File: config.mk
export PLATFORM = sky130hd
export DESIGN_NAME = phy_nextpage_irq_ctrl_regs
export DESIGN_NICKNAME = d
export VERILOG_FILES = /design/src/common/phy_np_irq_pkg.sv /design/src/rtl/phy_nextpage_irq_ctrl_regs.sv
export VERILOG_INCLUDE_DIRS = /design/src /design/src/common
export SDC_FILE = /design/constraint.sdc
export NUM_CORES = 1
export LEC_CHECK = 0
export ABC_AREA = 1
export BUFFER_PORTS_ARGS = -buffer_cell sky130_fd_sc_hd__clkbuf_2
export CORE_ASPECT_RATIO = 1.2
export CORE_MARGIN = 5
export CORE_UTILIZATION = 35
export CTS_CLUSTER_SIZE = 10
export DETAILED_ROUTE_END_ITERATION = 8
export SLEW_MARGIN = 20
export SYNTH_ARGS = -nofsm -noshare
export SYNTH_HDL_FRONTEND = slang
export SYNTH_SLANG_ARGS = --single-unit
export TNS_END_PERCENT = 50
File: constraint.sdc
create_clock -name clk_sys_in -period 1.85 [get_ports clk_sys_in]
set_clock_uncertainty 0.15 [all_clocks]
set_input_delay 0.0925 -clock clk_sys_in [delete_from_list [all_inputs] [get_ports clk_sys_in]]
set_output_delay 0.0925 -clock clk_sys_in [all_outputs]
set_load 0.05 [all_outputs]
File: src/common/phy_np_irq_consts.svh
`ifndef PHY_NP_IRQ_CONSTS_SVH
`define PHY_NP_IRQ_CONSTS_SVH

// Register addresses
`define ADDR_LOCAL_NP 5'h07
`define ADDR_PARTNER_NP 5'h08
`define ADDR_RXERR_CNT 5'h15
`define ADDR_IRQ_CTRL 5'h1b
`define ADDR_PHY_CTRL 5'h1f

// Local next-page fields
`define NP_MORE_BIT 15
`define NP_ACK_BIT 14
`define NP_MSG_PAGE_BIT 13
`define NP_ACK2_BIT 12
`define NP_TOGGLE_BIT 11
`define NP_MSG_W 11
`define NP_MSG_RESET 11'h001

// Interrupt register layout
`define IRQ_EN_LSB 8
`define IRQ_FLAG_LINK_UP 0
`define IRQ_FLAG_REMOTE_FAULT 1
`define IRQ_FLAG_LINK_DOWN 2
`define IRQ_FLAG_PARTNER_ACK 3
`define IRQ_FLAG_PAR_DET_FAULT 4
`define IRQ_FLAG_PAGE_RX 5
`define IRQ_FLAG_RX_ERR 6
`define IRQ_FLAG_JABBER 7

// Control register fields
`define CTL_XOVER_DIS_BIT 13
`define CTL_ENERGY_BIT 12
`define CTL_FORCE_LINK_BIT 11
`define CTL_PWR_SAVE_BIT 10
`define CTL_IRQ_LEVEL_BIT 9
`define CTL_JABBER_EN_BIT 8
`define CTL_AN_DONE_BIT 7
`define CTL_PAUSE_BIT 6
`define CTL_ISOLATE_BIT 5
`define CTL_SQE_BIT 1
`define CTL_SCRAMBLE_DIS_BIT 0
`define CTL_PWR_SAVE_RESET 1'b1
`define CTL_JABBER_EN_RESET 1'b1

`endif

File: src/common/phy_np_irq_pkg.sv
`default_nettype none
package phy_np_irq_pkg;
    typedef logic [15:0] reg_word_t;
    typedef logic [4:0] reg_addr_t;
endpackage : phy_np_irq_pkg
`default_nettype wire

File: src/rtl/phy_nextpage_irq_ctrl_regs.sv
// Overview of operation
// RULE_01 - Local next-page bit 15 writable, more pages follow flag, resets 0
// RULE_02 - Local bit 13 writable message-page select, resets 1
// RULE_03 - Local bit 12 writable second-acknowledge, resets 0
// RULE_04 - Local bit 11 read-only, shows last transmitted toggle value, resets 0
// RULE_05 - Local bits 10..0 writable message code, resets to 001
// RULE_06 - Partner register read-only capture of partner page; bit 14 received ack
// RULE_07 - Partner bit 11 reads 1 when previous sent toggle was zero
// RULE_08 - Partner bit 12 shows partner second-acknowledge
// RULE_09 - Sixteen-bit read-only receive-error counter, resets zero
// RULE_10 - Interrupt bits 15..8 writable enables, reset 0
// RULE_11 - Interrupt bits 7..0 event flags, set on event, cleared by read
// RULE_12 - Link down sets flag 2, link up sets flag 0, separately
// RULE_13 - Control bit 13 disables auto crossover, resets 0
// RULE_14 - Control bit 12 reports receive energy present
// RULE_15 - Control bit 11 forces link pass
// RULE_16 - Control bit 10 enables power saving, resets 1
// RULE_17 - Control bit 9 selects interrupt pin polarity, resets 0
// RULE_18 - Control bit 8 enables jabber counter, resets 1
// RULE_19 - Control bit 7 shows negotiation complete
// RULE_20 - Control bit 6 reports flow-control result
// RULE_21 - Control bit 5 reports isolate mode
// RULE_22 - Control bit 1 SQE test, bit 0 scrambler bypass, both reset 0
// RULE_23 - Interrupt output active while any enabled flag set, at chosen polarity
`timescale 1ns/1ps
`include "phy_np_irq_consts.svh"
`default_nettype none

module phy_nextpage_irq_ctrl_regs #(
    parameter int EVENT_COUNT = 8
) (
    input wire logic clk_sys_in,
    input wire logic rst_n_in,
    input wire logic clk_en_in,
    // Management access, same clock domain
    input wire logic reg_rd_in,
    input wire logic reg_wr_in,
    input wire logic [4:0] reg_addr_in,
    input wire logic [15:0] reg_wdata_in,
    output logic [15:0] reg_rdata_out,
    output logic reg_hit_out,
    // Negotiation engine side
    input wire logic np_sent_in,
    input wire logic np_sent_toggle_in,
    input wire logic partner_np_valid_in,
    input wire logic [15:0] partner_np_in,
    input wire logic an_done_in,
    input wire logic pause_result_in,
    // Receive and link status
    input wire logic rx_err_in,
    input wire logic rx_pkt_active_in,
    input wire logic energy_in,
    input wire logic isolate_in,
    input wire logic link_up_in,
    input wire logic jabber_evt_in,
    input wire logic page_rx_evt_in,
    input wire logic par_det_fault_evt_in,
    input wire logic partner_ack_evt_in,
    input wire logic remote_fault_evt_in,
    // Controls toward the PHY
    output logic [15:0] local_np_out,
    output logic xover_dis_out,
    output logic force_link_out,
    output logic pwr_save_out,
    output logic jabber_en_out,
    output logic sqe_test_out,
    output logic scramble_dis_out,
    output logic irq_out
);

    // Flag and enable fields are fixed at one byte each
    generate
        if (EVENT_COUNT != 8)
        begin : g_bad_event_count
            $error("EVENT_COUNT must be 8");
        end
    endgenerate

    logic np_more_reg;
    logic np_msg_page_reg;
    logic np_ack2_reg;
    logic np_toggle_reg;
    logic [`NP_MSG_W-1:0] np_msg_reg;
    logic [15:0] partner_np_reg;
    logic [15:0] rxerr_cnt_reg;
    logic [7:0] irq_en_reg;
    logic [7:0] irq_flag_reg;
    logic [7:0] irq_flag_next;
    logic [7:0] evt;
    logic link_up_prev_reg;
    logic xover_dis_reg;
    logic force_link_reg;
    logic pwr_save_reg;
    logic irq_level_reg;
    logic jabber_en_reg;
    logic sqe_reg;
    logic scramble_dis_reg;
    logic irq_level_active;
    logic irq_pin_next;
    logic irq_pin_reg;
    phy_np_irq_pkg::reg_word_t rdata_next;
    phy_np_irq_pkg::reg_word_t local_np_word;
    phy_np_irq_pkg::reg_word_t ctrl_word;
    logic hit_next;
    logic wr_local;
    logic wr_irq;
    logic wr_ctrl;
    logic rd_irq;

    assign wr_local = reg_wr_in && (reg_addr_in == `ADDR_LOCAL_NP);
    assign wr_irq = reg_wr_in && (reg_addr_in == `ADDR_IRQ_CTRL);
    assign wr_ctrl = reg_wr_in && (reg_addr_in == `ADDR_PHY_CTRL);
    assign rd_irq = reg_rd_in && (reg_addr_in == `ADDR_IRQ_CTRL);

    // Local next page
    always_ff @(posedge clk_sys_in)
    begin
        if (!rst_n_in)
        begin
            np_more_reg <= 1'b0; // RULE_01
            np_msg_page_reg <= 1'b1; // RULE_02
            np_ack2_reg <= 1'b0; // RULE_03
            np_msg_reg <= `NP_MSG_RESET; // RULE_05
        end
        else if (clk_en_in && wr_local)
        begin
            np_more_reg <= reg_wdata_in[`NP_MORE_BIT]; // RULE_01
            np_msg_page_reg <= reg_wdata_in[`NP_MSG_PAGE_BIT]; // RULE_02
            np_ack2_reg <= reg_wdata_in[`NP_ACK2_BIT]; // RULE_03
            np_msg_reg <= reg_wdata_in[`NP_MSG_W-1:0]; // RULE_05
        end
    end

    // Toggle of the word last sent; writes do not touch it
    always_ff @(posedge clk_sys_in)
    begin
        if (!rst_n_in)
        begin
            np_toggle_reg <= 1'b0;
        end
        else if (clk_en_in && np_sent_in)
        begin
            np_toggle_reg <= np_sent_toggle_in; // RULE_04
        end
    end

    // Partner page capture; bit 11 is the inverse of our last sent toggle
    always_ff @(posedge clk_sys_in)
    begin
        if (!rst_n_in)
        begin
            partner_np_reg <= 16'h0000;
        end
        else if (clk_en_in && partner_np_valid_in)
        begin
            partner_np_reg <= partner_np_in; // RULE_06 RULE_08
            partner_np_reg[`NP_ACK_BIT] <= 1'b1; // RULE_06
            partner_np_reg[`NP_TOGGLE_BIT] <= ~np_toggle_reg; // RULE_07
        end
    end

    // Counter saturates so a long error burst cannot wrap to a small value
    always_ff @(posedge clk_sys_in)
    begin
        if (!rst_n_in)
        begin
            rxerr_cnt_reg <= 16'h0000;
        end
        else if (clk_en_in && rx_err_in && rx_pkt_active_in && rxerr_cnt_reg != 16'hffff)
        begin
            rxerr_cnt_reg <= rxerr_cnt_reg + 16'h0001; // RULE_09
        end
    end

    always_ff @(posedge clk_sys_in)
    begin
        if (!rst_n_in)
        begin
            irq_en_reg <= 8'h00;
        end
        else if (clk_en_in && wr_irq)
        begin
            irq_en_reg <= reg_wdata_in[15:`IRQ_EN_LSB]; // RULE_10
        end
    end

    always_ff @(posedge clk_sys_in)
    begin
        if (!rst_n_in)
        begin
            link_up_prev_reg <= 1'b0;
        end
        else if (clk_en_in)
        begin
            link_up_prev_reg <= link_up_in;
        end
    end

    always_comb
    begin
        evt = 8'h00;
        evt[`IRQ_FLAG_JABBER] = jabber_evt_in;
        evt[`IRQ_FLAG_RX_ERR] = rx_err_in && rx_pkt_active_in;
        evt[`IRQ_FLAG_PAGE_RX] = page_rx_evt_in;
        evt[`IRQ_FLAG_PAR_DET_FAULT] = par_det_fault_evt_in;
        evt[`IRQ_FLAG_PARTNER_ACK] = partner_ack_evt_in;
        evt[`IRQ_FLAG_LINK_DOWN] = link_up_prev_reg && !link_up_in; // RULE_12
        evt[`IRQ_FLAG_REMOTE_FAULT] = remote_fault_evt_in;
        evt[`IRQ_FLAG_LINK_UP] = !link_up_prev_reg && link_up_in; // RULE_12
    end

    // Event in the read cycle survives the clear so it is not lost
    generate
        for (genvar i = 0; i < EVENT_COUNT; i++)
        begin : g_flag
            assign irq_flag_next[i] = evt[i] | (irq_flag_reg[i] & ~rd_irq); // RULE_11
        end
    endgenerate

    always_ff @(posedge clk_sys_in)
    begin
        if (!rst_n_in)
        begin
            irq_flag_reg <= 8'h00;
        end
        else if (clk_en_in)
        begin
            irq_flag_reg <= irq_flag_next; // RULE_11
        end
    end

    always_ff @(posedge clk_sys_in)
    begin
        if (!rst_n_in)
        begin
            xover_dis_reg <= 1'b0;
            force_link_reg <= 1'b0;
            pwr_save_reg <= `CTL_PWR_SAVE_RESET;
            jabber_en_reg <= `CTL_JABBER_EN_RESET;
            sqe_reg <= 1'b0;
            scramble_dis_reg <= 1'b0;
        end
        else if (clk_en_in && wr_ctrl)
        begin
            xover_dis_reg <= reg_wdata_in[`CTL_XOVER_DIS_BIT]; // RULE_13
            force_link_reg <= reg_wdata_in[`CTL_FORCE_LINK_BIT]; // RULE_15
            pwr_save_reg <= reg_wdata_in[`CTL_PWR_SAVE_BIT]; // RULE_16
            jabber_en_reg <= reg_wdata_in[`CTL_JABBER_EN_BIT]; // RULE_18
            sqe_reg <= reg_wdata_in[`CTL_SQE_BIT]; // RULE_22
            scramble_dis_reg <= reg_wdata_in[`CTL_SCRAMBLE_DIS_BIT]; // RULE_22
        end
    end

    // Pin polarity kept apart from the controls that go to the PHY
    always_ff @(posedge clk_sys_in)
    begin
        if (!rst_n_in)
        begin
            irq_level_reg <= 1'b0;
        end
        else if (clk_en_in && wr_ctrl)
        begin
            irq_level_reg <= reg_wdata_in[`CTL_IRQ_LEVEL_BIT]; // RULE_17
        end
    end

    always_comb
    begin
        local_np_word = 16'h0000;
        local_np_word[`NP_MORE_BIT] = np_more_reg;
        local_np_word[`NP_MSG_PAGE_BIT] = np_msg_page_reg;
        local_np_word[`NP_ACK2_BIT] = np_ack2_reg;
        local_np_word[`NP_TOGGLE_BIT] = np_toggle_reg; // RULE_04
        local_np_word[`NP_MSG_W-1:0] = np_msg_reg;
        ctrl_word = 16'h0000;
        ctrl_word[`CTL_XOVER_DIS_BIT] = xover_dis_reg;
        ctrl_word[`CTL_ENERGY_BIT] = energy_in; // RULE_14
        ctrl_word[`CTL_FORCE_LINK_BIT] = force_link_reg;
        ctrl_word[`CTL_PWR_SAVE_BIT] = pwr_save_reg;
        ctrl_word[`CTL_IRQ_LEVEL_BIT] = irq_level_reg;
        ctrl_word[`CTL_JABBER_EN_BIT] = jabber_en_reg;
        ctrl_word[`CTL_AN_DONE_BIT] = an_done_in; // RULE_19
        ctrl_word[`CTL_PAUSE_BIT] = pause_result_in; // RULE_20
        ctrl_word[`CTL_ISOLATE_BIT] = isolate_in; // RULE_21
        ctrl_word[`CTL_SQE_BIT] = sqe_reg;
        ctrl_word[`CTL_SCRAMBLE_DIS_BIT] = scramble_dis_reg;
    end

    // Unmapped addresses read zero and clear the hit flag
    always_comb
    begin
        rdata_next = 16'h0000;
        hit_next = 1'b1;
        unique case (reg_addr_in)
            `ADDR_LOCAL_NP: rdata_next = local_np_word;
            `ADDR_PARTNER_NP: rdata_next = partner_np_reg; // RULE_06
            `ADDR_RXERR_CNT: rdata_next = rxerr_cnt_reg; // RULE_09
            `ADDR_IRQ_CTRL: rdata_next = {irq_en_reg, irq_flag_reg}; // RULE_11
            `ADDR_PHY_CTRL: rdata_next = ctrl_word;
            default: hit_next = 1'b0;
        endcase
    end

    // Read data registered; flags shown are those before the read clears them
    always_ff @(posedge clk_sys_in)
    begin
        if (!rst_n_in)
        begin
            reg_rdata_out <= 16'h0000;
            reg_hit_out <= 1'b0;
        end
        else if (clk_en_in && reg_rd_in)
        begin
            reg_rdata_out <= rdata_next;
            reg_hit_out <= hit_next;
        end
    end

    // Pin level follows the polarity bit
    assign irq_level_active = |(irq_flag_reg & irq_en_reg); // RULE_23
    assign irq_pin_next = irq_level_reg ? irq_level_active : ~irq_level_active; // RULE_17

    // Pin driven from a flop so it cannot glitch while flags and enables settle
    always_ff @(posedge clk_sys_in)
    begin
        if (!rst_n_in)
        begin
            irq_pin_reg <= 1'b1;
        end
        else if (clk_en_in)
        begin
            irq_pin_reg <= irq_pin_next; // RULE_23
        end
    end

    assign irq_out = irq_pin_reg;

    assign local_np_out = local_np_word;
    assign xover_dis_out = xover_dis_reg; // RULE_13
    assign force_link_out = force_link_reg; // RULE_15
    assign pwr_save_out = pwr_save_reg; // RULE_16
    assign jabber_en_out = jabber_en_reg; // RULE_18
    assign sqe_test_out = sqe_reg; // RULE_22
    assign scramble_dis_out = scramble_dis_reg; // RULE_22

endmodule : phy_nextpage_irq_ctrl_regs
`default_nettype wire

Yosys cells after proc, flatten, opt, wreduce, memory -nomap -nowiden
Index checks and enable logic that the tools add are counted.
- register bits: 89
- output and inout bits: 40
- word-level logic and storage cells: 70
- add/subtract/negate cells: 1
- equal/unequal tests: 6
- muxes and demuxes: 3
- bitwise gates (word level): 20
- reductions and logical operators: 20
- operators by type and width (operator ; count):
    16-bit case mux with 5 select lines ; 1
    16-bit by 1-bit adder with 16-bit output, second input constant ; 1
    1-bit logical AND ; 16
    16-bit != test, second input constant ; 1
    5-bit == test, second input constant ; 3
    1-bit AND ; 8
    8-bit AND ; 1
    1-bit OR ; 8
    8-bit OR reduction ; 1
    5-bit by 3-bit == test with 1-bit output, second input constant ; 1
    5-bit by 4-bit == test with 1-bit output, second input constant ; 1
    5-bit OR reduction ; 1
    1-bit inverter ; 3
    1-bit logical NOT ; 2
    1-bit two-way mux ; 2

Depth between registers and ports, before layout
Gate-level depths: netlist (run 1).
- word-level depth: 5
- gate-level depth with buffers: 10

Worst setup path after synthesis (run 1)
OpenSTA, ideal clock, no wires.
- path kind: reg-to-reg
- start: register rxerr_cnt_reg[0]
- end: register rxerr_cnt_reg[4]
- arrival: 1.383 ns
- path slack: 0.248 ns
- cell stages (with the launch flop): 10
- path buffers: 1
- period minus slack after synthesis: 1.602 ns
- cell sequence: dfxtp_1 > ha_1 > nand3_1 > inv_2 > nand2_2 > inv_2 > a21oi_4 > buf_4 > nand2_1 > a21oi_1
- cells in the longest elaborated chain, start to end: 2
- RTL lines (item ; RTL line ; source):
    from (decl) ; phy_nextpage_irq_ctrl_regs.sv:85 ; logic [15:0] rxerr_cnt_reg;
    from (signal assigned) ; phy_nextpage_irq_ctrl_regs.sv:171 ; rxerr_cnt_reg <= rxerr_cnt_reg + 16'h0001;
    branches (longest 2 deep; another with 16-bit by 1-bit adder with 16-bit output) ; - ;
Several ways; the timed one is not identified.
A chain may end at the register's enable or synchronous reset.

Worst setup path in the final report (run 1)
- start: register rxerr_cnt_reg[1]
- end: register rxerr_cnt_reg[13]
Same word-level chain as after synthesis.

==> out/results.tsv, run 1 <==
metric	value	unit
pin count of the biggest net entering global routing	35	
setup TNS	0	ns
most common library cells after synthesis	177 x nand2_1, 89 x dfxtp_1, 85 x nor2_1	
Synth area leader	dfxtp_1	
synthesized flop and latch total	89	
vias per cell	4.89	
CTS tree	done	
critical path fanouts, max	16	
detailed-route wire length per cell	14.7	µm
Crit path buffers/inverters	3	
Worst setup EP type	flop	
total CTS buffers	9	
Hold Crit Class	in2reg	
Nets	821	
upper clock frequency limit	581	MHz
width of the die	111	µm
grt ovf	0	
Clock Pin Slew Worst Setup and Hold Paths	0.06	ns
fill count	1236	
Tcrit/Tclk final	93.0	%
Synth Instances	628	
placed cell areas	0.00498	mm²
met2 WL post-DR	6.79	mm
hold endpoint	irq_flag_reg[6]$_SDFFE_PN0P_	
final instance area	0.00569	mm²
starting density of the core	35.7	%
reg-to-reg slack, setup	0.13	ns
register area	0.00178	mm²
Min-Delay Path Depth	3	
RSZ-0062 raised after global routing	no	
Worst Path Required	1.93	ns
top area cells in the synthesized netlist	dfxtp_1 41%, nand2_1 15%, nor2_1 7.4%	
Top Metal Used	met4	
asr flop ratio synth	0	%
area share of the largest cell type after synthesis	41.4	%
most frequent cell after synthesis	nand2_1	
HP Start	rx_pkt_active_in	
IO Pins	97	
Antenna Nets Post-Route	0	
PwrDens	759	mW/mm²
drt initial violations	259	
core box area	0.0121	mm²
setup violators final	0	
status	finished clean	
Clock Tree Root	clkbuf_16	
antenna violations before repair	0	
Top delay family on crit path	flip-flops	
CP Data Arrival Time	1.80	ns
Top FF cell, synth	dfxtp_1	
Clock Path Buffers	2	
Core Util, Final	47.2	%
Synth Warn #	0	
die area	0.0146	mm²
Yosys cell types	34	
Post-synth EDFFs	0	
startpoint types	flop	
mapped cell area	0.00430	mm²
Total GRT Usage	18.5	%
RR Startpoint	rxerr_cnt_reg[1]$_SDFFE_PN0P_	
Fin. Hold Viols	0	
routability cong.	0.921	
Slowest-stage cell, CP	dfxtp_1	
final wirelength	13.6	mm
cell chain of the critical path	ha_2, nand3_1, inv_2, nand2_2, inv_2, a21oi_4, buf_12, a21oi_1, nor2_1	
via count	4531	
die height	131	µm
Clk Latency, worst-skew pair	0.34	ns
Most common cell on crit path	inv_2	
# Max-Cap Violations	0	
worst vdd ir	386	µV
Multi-input gate area	0.00221	mm²
CTS H-tree depth	3	
P_leak	0.00247	µW
Antenna Cells	0	
met3 wire length	710	µm
WL met1	5.79	mm
# DRC	0	
syn_nets	686	
Crit Path Class	reg2reg	
RR Endpoint	rxerr_cnt_reg[13]$_SDFFE_PN0P_	
DP HPWL	10.3	mm
Slew Viols, Final	0	
min cycle time layout	1.72	ns
Seq/Total Area, Yosys	41.4	%
max incr delay on CP	0.40	ns
DRT Pass-1 Iters	5	
proportion of layout cells with a drive suffix above 1	20.4	%
syn_area_per_cell	6.85	µm²
row count	44	
area growth from synthesis to layout	32.3	%
port buffer count	93	
first-pass GRT wire length	21.7	mm
worst r2r path cells	9	
clk sinks	89	
number of global-route vias before repair	4235	
==> routing by layer <==
metal | track usage [%] | vias up
met5 | 0 | -
met4 | 6.76 | 0
met3 | 3.22 | 18
met2 | 31.8 | 130
met1 | 23.1 | 2059
li1 | - | 2324
==> area by class of cell <==
class	instances	share of cell area, %
tap	161	3.54
timing repair buffer	156	18.9
multi-input combinational	474	38.8
sequential	89	31.3
clock buffer	10	4.02
inverter	33	2.18
clock inverter	4	1.23
==> where the power goes <==
group          leakage, µW  internal [µW]  switching (µW)  total, µW
Clock             0.000148           1160             728       1890
Sequential        0.000723           1960            30.6       1990
Combinational      0.00160            178             255        433
==> worst max path at each step <==
stage	start	end	slack [ns]	depth (start not counted)
3_3_place_gp	rxerr_cnt_reg[1]$_SDFFE_PN0P_	rxerr_cnt_reg[3]$_SDFFE_PN0P_	0.15	10
3_5_place_dp	rxerr_cnt_reg[1]$_SDFFE_PN0P_	rxerr_cnt_reg[3]$_SDFFE_PN0P_	0.13	10
4_1_cts	rxerr_cnt_reg[1]$_SDFFE_PN0P_	rxerr_cnt_reg[11]$_SDFFE_PN0P_	0.12	9
5_1_grt	rxerr_cnt_reg[1]$_SDFFE_PN0P_	rxerr_cnt_reg[3]$_SDFFE_PN0P_	0.01	10
2_1_floorplan	rxerr_cnt_reg[0]$_SDFFE_PN0P_	rxerr_cnt_reg[4]$_SDFFE_PN0P_	0.25	9
6_report	rxerr_cnt_reg[1]$_SDFFE_PN0P_	rxerr_cnt_reg[13]$_SDFFE_PN0P_	0.13	9
==> worst min-delay path, stage by stage <==
cell and delay, ns:
clkbuf_2 0.08, nand3_1 0.20, a21oi_1 0.10
==> kinds of logic after synthesis <==
kind of cell,share of synthesized area (%)
and+or+nand+nor,35.7
AOI/OAI and AO/OA,13.8
DFF,41.4
buffers and inverters,7.50
xor gates and xnor gates,1.22
adders and majority gates,0.291
other,0.0872
==> cells in the final DEF (no fill, tap or decap), types with 2 or more instances in the layout <==
cell type      Yosys  layout
buf_12             0       3
a21oi_1           56      56
clkinv_2           0       2
dlygate4sd3_1      0      40
nand4_1           17      17
a21oi_2            2       2
clkbuf_2           0      93
o21ai_0           47      47
nand3_1           55      55
nor3_2             2       2
a22o_1             3       3
inv_1             26      26
nor2_4             2       2
bufinv_16          0       2
nor3_1             4       4
inv_2              6       6
buf_4              9      20
nor2_1            85      85
nand2_2            7       7
dfxtp_1           89      89
clkbuf_16          0       9
xnor2_1            2       2
nand2_1          177     177
xor2_1             4       4
==> repair_timing <==
item / CTS / global route
endpoints found under the hold margin: 53 / 0
gates resized for setup: 0 / 2
buffers inserted: 0 / 0
endpoints found under the setup margin: 0 / 10
hold buffers: 40 / 0
==> through the flow <==
| step | worst slack, ns | power, µW | instances | hold WS (ns) |
|---|---|---|---|---|
| after floorplan | 0.248 | 2250 | 628 | 0.0557 |
| after global placement | 0.152 | 2390 | 873 | 0.184 |
| after detailed placement | 0.130 | 2400 | 873 | 0.191 |
| after CTS | 0.116 | 4340 | 927 | 0.0476 |
| after global routing | 0.0150 | 4470 | 927 | 0.0596 |
| final | 0.129 | 4320 | 927 | 0.0364 |
No activity file was read; power rests on OpenSTA's default activity.
==> run 2: changes to the inputs <==
--- a/config.mk
+++ b/config.mk
@@ -7,12 +7,16 @@
 export NUM_CORES = 1
 export LEC_CHECK = 0
 export ABC_AREA = 1
+export ABC_CLOCK_PERIOD_IN_PS = 1850
 export BUFFER_PORTS_ARGS = -buffer_cell sky130_fd_sc_hd__clkbuf_2
+export CELL_PAD_IN_SITES_DETAIL_PLACEMENT = 1
+export CELL_PAD_IN_SITES_GLOBAL_PLACEMENT = 1
 export CORE_ASPECT_RATIO = 1.2
 export CORE_MARGIN = 5
 export CORE_UTILIZATION = 35
 export CTS_CLUSTER_SIZE = 10
 export DETAILED_ROUTE_END_ITERATION = 8
+export PLACE_DENSITY_LB_ADDON = 0.1
 export SLEW_MARGIN = 20
 export SYNTH_ARGS = -nofsm -noshare
 export SYNTH_HDL_FRONTEND = slang
==> out/results.tsv, run 2 (synthesis gave the netlist of run 1 again) <==
metric	value	unit	change
Top delay family on crit path	flip-flops		
Worst Path Required	1.96	ns	+0.03 ns
DRT Pass-1 Iters	4		-1
Worst setup EP type	flop		
Clock Pin Slew Worst Setup and Hold Paths	0.06	ns	about the same
Total GRT Usage	21.5	%	+3.0 points
DP HPWL	11.6	mm	+13%
placed cell count	871		-0.23%
worst vdd ir	447	µV	+16%
Clock Path Buffers	2		unchanged
status	finished clean		
antenna violations before repair	0		unchanged
pin count of the biggest net entering global routing	49		+40%
Hold Crit Class	in2reg		
CTS tree	done		
Antenna Cells	0		unchanged
clk sinks	89		unchanged
first-pass GRT wire length	25.1	mm	+15%
Multi-input gate area	0.00220	mm²	-0.51%
final wirelength	15.8	mm	+16%
Tcrit/Tclk final	90.7	%	-2.3 points
proportion of layout cells with a drive suffix above 1	20.4	%	unchanged
Clock Tree Root	clkbuf_16		
Slowest-stage cell, CP	dfxtp_2		
IO Pins	97		unchanged
critical path fanouts, max	16		unchanged
Fin. Hold Viols	0		unchanged
RSZ-0062 raised after global routing	no		
width of the die	111	µm	unchanged
fill count	1541		+25%
CTS H-tree depth	3		unchanged
final std cells w/o fill	927		unchanged
row count	44		unchanged
die height	131	µm	unchanged
Hold Worst Slack	0.0244	ns	-0.0120 ns
area growth from synthesis to layout	32.4	%	
Nets	820		-0.12%
# DRC	0		unchanged
Post-CTS Setup Inserts	0		unchanged
die area	0.0146	mm²	unchanged
total CTS buffers	9		unchanged
P_leak	0.00247	µW	+0.12%
grt ovf	0		unchanged
setup TNS	0	ns	unchanged
Most common cell on crit path	inv_2		
Clk Latency, worst-skew pair	0.34	ns	about the same
Crit path buffers/inverters	3		unchanged
Slew Viols, Final	0		unchanged
number of global-route vias before repair	4987		+18%
most frequent cells in the layout	177 x nand2_1, 93 x clkbuf_2, 88 x dfxtp_1, 85 x nor2_1, 56 x a21oi_1		
setup violators final	0		unchanged
core box area	0.0121	mm²	unchanged
port buffer count	93		unchanged
PwrDens	792	mW/mm²	+4.4%
Antenna Nets Post-Route	0		unchanged
register area	0.00178	mm²	about the same
upper clock frequency limit	596	MHz	+2.5%
drt initial violations	129		-50%
Crit Path Class	reg2reg		
Place WS	0.134	ns	+0.00402 ns
most common cell after layout, fill and taps aside	nand2_1		
via count	4636		+2.3%
setup ws final	0.171	ns	+0.0420 ns
startpoint types	flop		
detailed-route wire length per cell	17.0	µm	+16%
max incr delay on CP	0.34	ns	-0.06 ns
cell chain of the critical path	ha_1, nand3_1, inv_2, nand2_2, inv_2, a21oi_4, buf_12, nand2_1, a21oi_1		
routability cong.	0.823		-11%
vias per cell	5.00		+2.3%
min cycle time layout	1.68	ns	-0.0420 ns
Core Util, Final	47.3	%	+0.052 points
starting density of the core	35.7	%	unchanged
CP Data Arrival Time	1.79	ns	about the same
# Max-Cap Violations	0		unchanged
[run 2: cell count changes in the layout (fill, tap and decap cells not counted)]
| cell | change |
|---|---|
| buf_12 | -1 |
| buf_4 | -1 |
| bufinv_16 | +1 |
| clkbuf_1 | -1 |
| clkinvlp_4 | +1 |
| dfxtp_1 | -1 |
| dfxtp_2 | +1 |
| dlygate4sd3_1 | +1 |
| ha_1 | +1 |
| ha_2 | -1 |
| nand2_4 | +1 |
| nand2_8 | -1 |
[run 2: cell type report]
cell class                 instances  share of cell area [%]
clock buffer                       9                    3.95
sequential                        89                    31.3
clock inverter                     6                    1.89
multi-input combinational        474                    38.6
tap                              161                    3.54
inverter                          33                    2.17
timing repair buffer             155                    18.6
[run 2: final timing paths]
path              depth (start not counted)                           from                       endpoint  slack, ns
hold / removal                            3               rx_pkt_active_in   irq_flag_reg[6]$_SDFFE_PN0P_       0.02
hold reg to reg                           2  reg_rdata_out[2]$_SDFFE_PN0P_  reg_rdata_out[2]$_SDFFE_PN0P_       0.32
setup / recovery                          9  rxerr_cnt_reg[1]$_SDFFE_PN0P_  rxerr_cnt_reg[5]$_SDFFE_PN0P_       0.17
setup reg to reg                          9  rxerr_cnt_reg[1]$_SDFFE_PN0P_  rxerr_cnt_reg[5]$_SDFFE_PN0P_       0.17
[run 2: worst reg2reg max path, cell delays in order (launching register included)]
cell and delay, ns:
dfxtp_2 0.34, ha_1 0.20, nand3_1 0.13, inv_2 0.06
nand2_2 0.10, inv_2 0.06, a21oi_4 0.17, buf_12 0.16
nand2_1 0.08, a21oi_1 0.15
[run 2: repair_timing]
action	CTS	global route
hold endpoints to repair	52	0
hold buffers	41	0
setup endpoints to repair	0	4
resized for setup	0	1
[run 2: per-stage QoR]
step                instance area, µm²  total power, µW
floorplan                         4300             2250
global placement                  4950             2400
detailed placement                4950             2410
CTS                               5700             4550
global route                      5700             4680
finish                            5700             4510
[run 2: where the power goes]
| group | leakage, µW | switching (µW) | total (µW) | internal [µW] |
|---|---|---|---|---|
| combinational | 0.00159 | 262 | 438 | 176 |
| sequential | 0.000723 | 32.0 | 1990 | 1960 |
| clock | 0.000161 | 770 | 2080 | 1310 |
[run 2: routing by layer]
layer / GRT usage [%] / wire length (µm) / vias up
li1: - / - / 2322
met1: 23.9 / 6480 / 2223
met2: 41.3 / 8510 / 73
met3: 3.68 / 471 / 18
met4: 6.42 / 307 / 0
met5: 0 / 0 / -
==> run 3: changes to the inputs <==
--- a/config.mk
+++ b/config.mk
@@ -7,7 +7,7 @@
 export NUM_CORES = 1
 export LEC_CHECK = 0
 export ABC_AREA = 1
-export ABC_CLOCK_PERIOD_IN_PS = 1850
+export ABC_CLOCK_PERIOD_IN_PS = 1700
 export BUFFER_PORTS_ARGS = -buffer_cell sky130_fd_sc_hd__clkbuf_2
 export CELL_PAD_IN_SITES_DETAIL_PLACEMENT = 1
 export CELL_PAD_IN_SITES_GLOBAL_PLACEMENT = 1
@@ -16,7 +16,7 @@
 export CORE_UTILIZATION = 35
 export CTS_CLUSTER_SIZE = 10
 export DETAILED_ROUTE_END_ITERATION = 8
-export PLACE_DENSITY_LB_ADDON = 0.1
+export PLACE_DENSITY = 0.83
 export SLEW_MARGIN = 20
 export SYNTH_ARGS = -nofsm -noshare
 export SYNTH_HDL_FRONTEND = slang
==> constraint.sdc (replaced) <==
create_clock -name clk_sys_in -period 1.7 [get_ports clk_sys_in]
set_clock_uncertainty 0.15 [all_clocks]
set_input_delay 0.085 -clock clk_sys_in [delete_from_list [all_inputs] [get_ports clk_sys_in]]
set_output_delay 0.085 -clock clk_sys_in [all_outputs]
set_load 0.05 [all_outputs]
==> out/results.tsv, run 3 (synthesis gave the netlist of run 1 again) <==
metric	value	unit	change
max incr delay on CP	0.45	ns	+0.11 ns
Slew Viols, Final	0		unchanged
DRT Pass-1 Iters	5		+1
Worst Path Required	1.79	ns	-0.17 ns
Clock Tree Root	clkbuf_16		
Fin. Hold Viols	0		unchanged
placed cell count	882		+1.3%
setup ws final	0.111	ns	-0.0606 ns
startpoint types	flop		
proportion of layout cells with a drive suffix above 1	22.0	%	+1.6 points
status	finished clean		
upper clock frequency limit	629	MHz	+5.6%
# DRC	0		unchanged
most common cell after layout, fill and taps aside	nand2_1		
total CTS buffers	9		unchanged
number of global-route vias before repair	5162		+3.5%
routability cong.	0.939		+14%
Clock Pin Slew Worst Setup and Hold Paths	0.07	ns	about the same
first-pass GRT wire length	26.6	mm	+5.9%
Crit Path Class	reg2reg		
PwrDens	815	mW/mm²	+2.9%
Worst setup EP type	flop		
via count	4834		+4.3%
Antenna Nets Post-Route	0		unchanged
vias per cell	5.15		+2.9%
die area	0.0146	mm²	unchanged
final std cells w/o fill	939		+1.3%
CTS H-tree depth	3		unchanged
Total GRT Usage	22.3	%	+0.80 points
grt ovf	0		unchanged
starting density of the core	35.7	%	unchanged
most frequent cells in the layout	177 x nand2_1, 93 x clkbuf_2, 88 x dfxtp_1, 85 x nor2_1, 56 x a21oi_1		
antenna violations before repair	0		unchanged
setup TNS	0	ns	unchanged
Tcrit/Tclk final	93.5	%	+2.7 points
# Max-Cap Violations	0		unchanged
final wirelength	16.4	mm	+3.9%
port buffer count	93		unchanged
fill count	1558		+1.1%
detailed-route wire length per cell	17.5	µm	+2.6%
Clk Latency, worst-skew pair	0.36	ns	+0.02 ns
Slowest-stage cell, CP	dfxtp_1		
DP HPWL	11.7	mm	+0.69%
clk sinks	89		unchanged
RSZ-0062 raised after global routing	no		
width of the die	111	µm	unchanged
Hold Crit Class	in2reg		
pin count of the biggest net entering global routing	32		-35%
area growth from synthesis to layout	33.4	%	
reg-to-reg slack, setup	0.11	ns	-0.06 ns
worst vdd ir	432	µV	-3.5%
RR Startpoint	rxerr_cnt_reg[6]$_SDFFE_PN0P_		
Top delay family on crit path	simple AND/OR/NAND/NOR gates		
Nets	831		+1.3%
Worst Max-Slew Pin Slew	0.527	ns	
HP Start	rx_pkt_active_in		
Clock Path Buffers	2		unchanged
Post-CTS Setup Inserts	0		unchanged
IO Pins	97		unchanged
row count	44		unchanged
Crit path buffers/inverters	0		-3
Place WS	0.0364	ns	-0.0979 ns
core box area	0.0121	mm²	unchanged
Rel. slew slack	64.8	%	
drt initial violations	327		+150%
cell chain of the critical path	nand2_1, nor3_2, nand2_1, nor2_1, nand3_1, nand2_1, nor2_1		
Most common cell on crit path	nand2_1		
CTS tree	done		
min cycle time layout	1.59	ns	-0.0894 ns
critical path fanouts, max	5		-11
Setup crit start	rxerr_cnt_reg[6]$_SDFFE_PN0P_		
P_leak	0.00251	µW	+1.5%
setup violators final	0		unchanged
CP Data Arrival Time	1.68	ns	-0.11 ns
die height	131	µm	unchanged
Antenna Cells	0		unchanged
==> run 3: cell count changes in the layout (fill, tap and decap cells not counted), sizes merged <==
cell	change
clkinv	-1
clkbuf	+1
inv	+4
bufinv	-3
buf	+12
dlygate4sd3	-1
==> run 3: area by class of cell <==
class                   count  area (µm²)  share of cell area [%]
multi-input cells         474        2220                    38.6
clock buffers              10         239                    4.16
repair buffers            166        1120                    19.5
well taps                 161         201                    3.51
clock inverters             6        56.3                   0.981
inverters                  33         124                    2.16
flip-flops and latches     89        1780                    31.1
==> run 3: worst paths after layout <==
path | cells past startpoint | endpoint
max | 7 | rxerr_cnt_reg[13]$_SDFFE_PN0P_
max reg2reg | 7 | rxerr_cnt_reg[13]$_SDFFE_PN0P_
min reg2reg | 2 | reg_rdata_out[12]$_SDFFE_PN0P_
min | 3 | irq_flag_reg[6]$_SDFFE_PN0P_
==> run 3: tightest hold or removal path: stages <==
cell and delay [ns]:
clkbuf_2 0.08, nand3_1 0.19, a21oi_1 0.12
==> run 3: report_power, final <==
part	internal (µW)	switching, µW
clock	1070	948
combinational	195	296
sequential	2130	37.8
total	3400	1280
==> run 3: stage by stage <==
step / hold WS (ns) / area (µm²) / utilization [%] / power (µW)
after CTS: 0.0232 / 5710 / 47.3 / 4660
after detailed placement: 0.190 / 5010 / 41.6 / 2620
after global placement: 0.159 / 5010 / 41.6 / 2600
after global routing: 0.0492 / 5740 / 47.6 / 4850
final: 0.0299 / 5740 / 47.6 / 4680
after floorplan: 0.0482 / 4300 / - / 2440
==> run 3: per-layer routing <==
metal  GRT usage (%)  share of wire, %  vias to the layer above  wire [µm]
met1            26.9                41                     2303       6790
met4            8.38               2.8                        0        454
met5               0                 0                        -          0
met3            3.68               5.5                       33        897
met2            39.6                50                      155       8250
li1                -                 -                     2343          -
==> run 3: timing repair <==
| action | CTS | global route |
|---|---|---|
| endpoints found under the setup margin | 0 | 16 |
| hold buffers | 40 | 0 |
| endpoints found under the hold margin | 53 | 0 |
| gates resized for setup | 0 | 8 |
